==> config.mk <==
export PLATFORM = sky130hd
export DESIGN_NAME = stdc_timer
export DESIGN_NICKNAME = d
export VERILOG_FILES = /design/src/design/stdc_pkg.sv /design/src/design/stdc_sync3.sv /design/src/design/stdc_timer.sv
export SDC_FILE = /design/constraint.sdc
export NUM_CORES = 1
export LEC_CHECK = 0
export BUFFER_PORTS_ARGS = -buffer_cell sky130_fd_sc_hd__buf_2
export CAP_MARGIN = 25
export CORE_MARGIN = 2
export CORE_UTILIZATION = 35
export DETAILED_ROUTE_END_ITERATION = 8
export GPL_ROUTABILITY_DRIVEN = 0
export HOLD_SLACK_MARGIN = 0.08
export PLACE_DENSITY = 0.68
export SLEW_MARGIN = 20
export SYNTH_ARGS = -nofsm -noshare
export SYNTH_HDL_FRONTEND = slang
export SYNTH_SLANG_ARGS = --single-unit
export TNS_END_PERCENT = 1
==> constraint.sdc <==
create_clock -name clk_i -period 2.7 [get_ports clk_i]
set_clock_uncertainty 0.15 [all_clocks]
set_input_delay 0.27 -clock clk_i [delete_from_list [all_inputs] [get_ports clk_i]]
set_output_delay 0.27 -clock clk_i [all_outputs]
set_load 0.1 [all_outputs]
==> src/design/stdc_pkg.sv <==
package stdc_pkg;

  // ****************************************************************
  // Counter geometry and reset values
  // ****************************************************************
  localparam int STDC_CNT_W = 24;
  localparam logic [23:0] STDC_CNT_ZERO = 24'h000000;
  localparam logic [23:0] STDC_CNT_ONE = 24'h000001;
  localparam logic [23:0] STDC_RST_VAL = 24'h000000;
  localparam logic [2:0] STDC_SYNC_RST = 3'h0;

endpackage : stdc_pkg

==> src/design/stdc_sync3.sv <==
`timescale 1ns/10ps
module stdc_sync3
  import stdc_pkg::*;
(
  input wire logic clk_i,   // Core clock.
  input wire logic rst_b_i, // Asynchronous reset, active low.
  input wire logic d_i,     // Asynchronous level.
  output logic q_o          // Filtered level.
);

  logic [2:0] sh_r;
  logic [2:0] sh_nxt;
  logic q_r;
  logic q_nxt;

  // Stage 0 feeds only stage 1; a change counts once 1 and 2 agree.
  always_comb begin
    sh_nxt = {sh_r[1:0], d_i};
    q_nxt = (sh_r[1] == sh_r[2]) ? sh_r[2] : q_r;
  end

  always_ff @(posedge clk_i or negedge rst_b_i) begin
    if (!rst_b_i) begin
      sh_r <= STDC_SYNC_RST;
      q_r <= 1'b0;
    end else begin
      sh_r <= sh_nxt;
      q_r <= q_nxt;
    end
  end

  assign q_o = q_r;

endmodule // stdc_sync3

==> src/design/stdc_timer.sv <==
`timescale 1ns/10ps
// Summary of operation
// - 24-bit counter decrements once per clock.
// - At zero, reload next edge, continue.
// - Debug halt holds count, no decrement.
// - Runs on core clock; gated clock stops it.
// - Reload and count need no reset value.
module stdc_timer
  import stdc_pkg::*;
(
  input wire logic clk_i,              // Core clock, gated in low power.
  input wire logic rst_b_i,            // Core reset, active low.
  input wire logic enable_i,           // Counting enabled.
  input wire logic debug_halt_i,       // Core halted for debug (pin level).
  input wire logic reload_wr_i,        // Write strobe, reload register.
  input wire logic [23:0] reload_wdata_i, // Reload data.
  input wire logic count_wr_i,         // Write strobe, current count.
  output logic [23:0] reload_o,        // Reload register contents.
  output logic [23:0] count_o,         // Current count.
  output logic wrap_o                  // Pulse: count reached zero.
);

  // ****************************************************************
  // Debug halt input
  // ****************************************************************
  logic halt_s;

  stdc_sync3 u_halt_sync (
    .clk_i(clk_i),
    .rst_b_i(rst_b_i),
    .d_i(debug_halt_i),
    .q_o(halt_s)
  );

  // The filter adds four edges of delay; a halt request shorter than
  // two samples is dropped, which is harmless for a debug stop.
  a_halt_rise: assert property (@(posedge clk_i) disable iff (!rst_b_i)
    $rose(halt_s) |-> $past(debug_halt_i, 3) && $past(debug_halt_i, 4))
    else $error("halt seen without two agreeing samples");

  a_halt_fall: assert property (@(posedge clk_i) disable iff (!rst_b_i)
    $fell(halt_s) |-> !$past(debug_halt_i, 3) && !$past(debug_halt_i, 4))
    else $error("halt released without two agreeing samples");

  // ****************************************************************
  // Reload register
  // ****************************************************************
  // allows no reset here; a constant reset is kept anyway so that
  // simulation never carries X into the count or the wrap pulse.
  logic [23:0] tick_reload_value_register_r;
  logic [23:0] tick_reload_value_register_nxt;

  // Only whole words arrive, so there is no byte lane to merge. A write
  // and a reload in one cycle do not race: the counter takes the value
  // held before the write, and the new one serves the next period.
  always_comb begin
    tick_reload_value_register_nxt = tick_reload_value_register_r;
    if (reload_wr_i) begin
      tick_reload_value_register_nxt = reload_wdata_i;
    end
  end

  always_ff @(posedge clk_i or negedge rst_b_i) begin
    if (!rst_b_i) begin
      tick_reload_value_register_r <= STDC_RST_VAL;
    end else begin
      tick_reload_value_register_r <= tick_reload_value_register_nxt;
    end
  end

  assign reload_o = tick_reload_value_register_r;

  a_reload_hold: assert property (@(posedge clk_i) disable iff (!rst_b_i)
    !reload_wr_i |=> $stable(tick_reload_value_register_r))
    else $error("reload value changed without a write");

  a_reload_kept: assert property (@(posedge clk_i) disable iff (!rst_b_i)
    (count_wr_i && !reload_wr_i)
    |=> $stable(tick_reload_value_register_r))
    else $error("count write disturbed the reload value");

  // ****************************************************************
  // Down counter
  // ****************************************************************
  logic [23:0] cnt_r;
  logic [23:0] cnt_nxt;
  logic step_ok;

  // A count write beats halt and enable, so software can restart the
  // period while the core is stopped.
  assign step_ok = enable_i && !halt_s && !count_wr_i;

  always_comb begin
    cnt_nxt = cnt_r;
    if (count_wr_i) begin
      cnt_nxt = STDC_CNT_ZERO;
    end else if (step_ok) begin
      if (cnt_r == STDC_CNT_ZERO) begin
        cnt_nxt = tick_reload_value_register_r;
      end else begin
        cnt_nxt = cnt_r - STDC_CNT_ONE;
      end
    end
  end

  // Every register here runs on clk_i alone; when the core clock is
  // gated for low power the whole timer freezes with it.
  always_ff @(posedge clk_i or negedge rst_b_i) begin
    if (!rst_b_i) begin
      cnt_r <= STDC_RST_VAL;
    end else begin
      cnt_r <= cnt_nxt;
    end
  end

  assign count_o = cnt_r;

  a_step_gate: assert property (@(posedge clk_i) disable iff (!rst_b_i)
    (!step_ok && !count_wr_i) |=> $stable(cnt_r))
    else $error("count moved without a step or a write");

  a_reload_no_jolt: assert property (@(posedge clk_i) disable iff (!rst_b_i)
    (reload_wr_i && step_ok && cnt_r != STDC_CNT_ZERO)
    |=> cnt_r == $past(cnt_r) - STDC_CNT_ONE)
    else $error("reload write disturbed the running count");

  a_reload_old_val: assert property (@(posedge clk_i) disable iff (!rst_b_i)
    (reload_wr_i && step_ok && cnt_r == STDC_CNT_ZERO)
    |=> cnt_r == $past(tick_reload_value_register_r))
    else $error("reload at zero did not use the held value");

  // ****************************************************************
  // Wrap pulse
  // ****************************************************************
  logic wrap_r;
  logic wrap_nxt;

  // Raised only on the step from one to zero; a clear by a count write
  // is no finished period and raises nothing.
  always_comb begin
    wrap_nxt = 1'b0;
    if (step_ok && cnt_r == STDC_CNT_ONE) begin
      wrap_nxt = 1'b1;
    end
  end

  always_ff @(posedge clk_i or negedge rst_b_i) begin
    if (!rst_b_i) begin
      wrap_r <= 1'b0;
    end else begin
      wrap_r <= wrap_nxt;
    end
  end

  assign wrap_o = wrap_r;

  // The pulse marks one finished period; it never spans two cycles.
  a_wrap_single: assert property (@(posedge clk_i) disable iff (!rst_b_i)
    wrap_r |=> !wrap_r)
    else $error("wrap pulse longer than one cycle");

  a_wrap_cause: assert property (@(posedge clk_i) disable iff (!rst_b_i)
    (step_ok && cnt_r == STDC_CNT_ONE) |=> wrap_r)
    else $error("step from one to zero gave no wrap pulse");

  a_wrap_reload: assert property (@(posedge clk_i) disable iff (!rst_b_i)
    (wrap_r && step_ok) |=> cnt_r == $past(tick_reload_value_register_r))
    else $error("no reload on the edge after the wrap");

  a_clear_quiet: assert property (@(posedge clk_i) disable iff (!rst_b_i)
    count_wr_i |=> !wrap_r)
    else $error("count write raised a wrap pulse");

  a_halt_quiet: assert property (@(posedge clk_i) disable iff (!rst_b_i)
    halt_s |=> !wrap_r)
    else $error("wrap pulse while halted");

  a_idle_quiet: assert property (@(posedge clk_i) disable iff (!rst_b_i)
    !enable_i |=> !wrap_r)
    else $error("wrap pulse while disabled");

  a_mid_quiet: assert property (@(posedge clk_i) disable iff (!rst_b_i)
    (step_ok && cnt_r > STDC_CNT_ONE) |=> !wrap_r)
    else $error("wrap pulse before the count reached zero");

  // ****************************************************************
  // Checks
  // ****************************************************************
  a_count_dec: assert property (@(posedge clk_i) disable iff (!rst_b_i)
    (enable_i && !halt_s && !count_wr_i && cnt_r != STDC_CNT_ZERO)
    |=> cnt_r == $past(cnt_r) - STDC_CNT_ONE)
    else $error("count did not decrement by one");

  a_zero_reload: assert property (@(posedge clk_i) disable iff (!rst_b_i)
    (enable_i && !halt_s && !count_wr_i && cnt_r == STDC_CNT_ZERO)
    |=> cnt_r == $past(tick_reload_value_register_r))
    else $error("count did not reload at zero");

  a_halt_hold: assert property (@(posedge clk_i) disable iff (!rst_b_i)
    (halt_s && !count_wr_i) |=> $stable(cnt_r))
    else $error("count moved during debug halt");

  a_idle_hold: assert property (@(posedge clk_i) disable iff (!rst_b_i)
    (!enable_i && !count_wr_i) |=> $stable(cnt_r))
    else $error("count moved while disabled");

  a_clear_write: assert property (@(posedge clk_i) disable iff (!rst_b_i)
    count_wr_i |=> cnt_r == STDC_CNT_ZERO)
    else $error("count write did not clear");

  a_wrap_pulse: assert property (@(posedge clk_i) disable iff (!rst_b_i)
    wrap_r |-> cnt_r == STDC_CNT_ZERO && $past(cnt_r) == STDC_CNT_ONE)
    else $error("wrap pulse without reaching zero");

  a_reload_store: assert property (@(posedge clk_i) disable iff (!rst_b_i)
    reload_wr_i |=> tick_reload_value_register_r == $past(reload_wdata_i))
    else $error("reload value not stored");

  a_halt_stretch: assert property (@(posedge clk_i) disable iff (!rst_b_i)
    (halt_s && !count_wr_i)[*2] |=> cnt_r == $past(cnt_r, 2))
    else $error("count drifted over halted cycles");

endmodule // stdc_timer

==> metrics.md <==
| Metric | Value |
|---|---|
| Num rows | `32` |
| Max Cap Violations | `0` |
| Syn Nets | `297` |
| Post-CTS Hold Fix Bufs | `26` |
| Met2 GRT Util | `0.2935` |
| Synth Flop Type | `dfrtp_1` |
| Final Worst Setup Slack | `0.4624 ns` |
| Yosys top cell by area | `dfrtp_1` |
| Setup_tns | `0 ns` |
| Critical Path Sink | `count_o[23]$_DFFE_PN0P_` |
| Area contributors post-synth | `dfrtp_1, mux2_2, a21oi_1` |
| Vias per cell | `5.669` |
| Yosys reg bits | `53` |
| CTS clock-pin slew for the worst setup and hold paths | `0.10 ns` |
| CP startpoint kind | `register` |
| Placeable Area | `0.007767 sq mm` |
| Crit path launch | `count_o[2]$_DFFE_PN0P_` |
| Worst R2R Path Depth | `5` |
| Hpwl dp | `5.706 mm` |
| CTS root buf | `clkbuf_8` |
| Num CTS Buffers | `5` |
| Die area | `0.008833 sq mm` |
| Global-route wire length before repair | `13.48 mm` |
| Final Hold Fails | `0` |
| Die height | `93.99 microns` |
| Initial Utilization | `0.3649` |
| Initial antenna violation count | `0` |
| DRT Pass-1 Iters | `4` |
| Chip width | `93.99 microns` |
| CTS Sinks | `53` |
| H-Tree Depth | `2` |
| Critical Path RT | `2.79 ns` |
| GRT busiest layer | `met2` |
| TritonCTS clock tree | `done` |
| Crit path kind | `reg2reg` |
| Worst Hold Class | `reg2reg` |
| Top cell type's share of synthesized area | `0.4680` |
| Met1 usage | `0.2702` |
| Most frequent cells in the layout | `buf_2, dfrtp_1, dlygate4sd3_1, mux2_2, a21oi_1` |
| Fin crit period | `2.238 ns` |
| Setup crit end kind | `register` |
| Worst R2R End | `count_o[23]$_DFFE_PN0P_` |
| Final ANT Viol Nets | `0` |
| Pin count of the biggest net entering global routing | `38` |
| GRT Total Usage | `0.1938` |
| Buffers on Ports | `78` |
| Area Growth Syn to Fin | `29.98%` |
| Drt drc | `0` |
| Post-synth EDFFs | `0` |
| Commonest non-fill, non-tap cell in the layout | `buf_2` |
| Setup-failing EPs final | `0` |
| Mapped Cells | `264` |
| Worst R2R Setup Slack | `0.46 ns` |
| Synthesized area | `0.002834 sq mm` |
| Reg-to-reg startpoint | `count_o[2]$_DFFE_PN0P_` |
| Clock Tree Buf Depth | `2` |
| Number of global-route vias before repair | `2637` |
| GR Layer Usage met3 | `0.05377` |
| Congestion Overflow GR | `0` |
| IO Pins | `79` |
| Skew-Pair Late Insertion Delay | `0.31 ns` |
| Count of pins over their slew limit | `0` |
| Drt first-iter violations | `292` |
| Crit path max fanout | `8` |
| Pre-CTS setup slack | `0.4950 ns` |
| Synth warnings | `0` |
| Layout Nets | `402` |
| Mean Syn Cell Area | `10.73 sq um` |
| Unrepaired setup endpoints after global routing | `no` |
| Wire per inst | `17.54 microns` |
| Maximum operating frequency | `446.9 MHz` |
| Outcome | `complete, no violations` |
| Slew margin rel. | `0.4448` |
| Post-synth cell types | `58` |
| Post-CTS Setup Bufs | `0` |
| Register area share after synthesis | `0.4680` |
| Post-Route WL | `8.277 mm` |
| CP Data Arrival Time | `2.33 ns` |
| Gates resized, CTS repair | `0` |
| DR vias | `2676` |
| Tcrit/Tclk final | `0.8287` |
| Share of layout cells above drive strength 1 | `0.3622` |
| Least-Margin Pin Slew | `0.8329 ns` |
| Synth async-reset ratio | `1.000` |
| N_diodes | `0` |
| Hold_sp | `u_halt_sync.sh_r[0]$_DFF_PN0_` |
## worst max-delay path, cell delays in order, from the launching register on
cell,delay (ns)
dfrtp_1,0.49
or4_4,0.59
nor3_1,0.38
and4_1,0.30
a211oi_1,0.07
nor3_2,0.19
## metrics by stage
step | hold WS, ns | area [sq um] | utilization | std cells
after detailed placement | 0.1903 | 3339 | 0.4299 | 438
final | 0.2106 | 3684 | 0.4742 | 472
after global routing | 0.2172 | 3684 | 0.4742 | 472
after floorplan | -0.1756 | 2835 | - | 264
after global placement | 0.1850 | 3339 | 0.4299 | 438
after CTS | 0.2122 | 3684 | 0.4742 | 472
## cells by family after synthesis
| family | count (synthesis) | synth area share |
|---|---|---|
| and+or+nand+nor | 79 | 0.1863 |
| AOI/OAI and AO/OA | 76 | 0.1841 |
| DFF | 53 | 0.4680 |
| buffers and inverters | 26 | 0.04194 |
| muxes | 26 | 0.1029 |
| adders and majority gates | 4 | 0.01678 |
## cell usage after synthesis (all sizes together) (8+ instances only)
cell / number
dfrtp: 53
mux2: 25
a21oi: 17
o21ai: 16
nor2: 14
inv: 12
nor3: 12
nand2: 10
nand3: 9
clkbuf: 8
nor4: 8
## per-layer routing
layer	vias up	wire, microns
met5	-	0
met4	0	119
met3	14	665
met2	116	3842
met1	1313	3649
li1	1233	-
## layout make-up
type,instances,area (sq um)
Clock buffer,7,76.32
Sequential cell,53,1328
Fill cell,751,4084
Inverter,12,45.04
Clock inverter,1,7.507
Timing Repair Buffer,112,710.7
Tap cell,102,127.6
Multi-Input combinational cell,185,1389
## how the worst min path moves through the flow
stage	depth (start not counted)	to	slack [ns]
after global routing	0	u_halt_sync.sh_r[1]$_DFF_PN0_	0.22
after CTS	0	u_halt_sync.sh_r[1]$_DFF_PN0_	0.21
final	0	u_halt_sync.sh_r[1]$_DFF_PN0_	0.21
after detailed placement	0	u_halt_sync.sh_r[1]$_DFF_PN0_	0.19
after floorplan	0	count_o[0]$_DFFE_PN0P_	-0.18
after global placement	0	u_halt_sync.sh_r[1]$_DFF_PN0_	0.19
## sequential cells by signal, indices dropped and copies added (netlist names)
name,flops
count_o,24
reload_o,24
u_halt_sync.sh_r,3
u_halt_sync.q_o,1
wrap_o,1
Power is not shown: default switching activity piles up to over one toggle a cycle in this logic, so the estimate is an artifact.
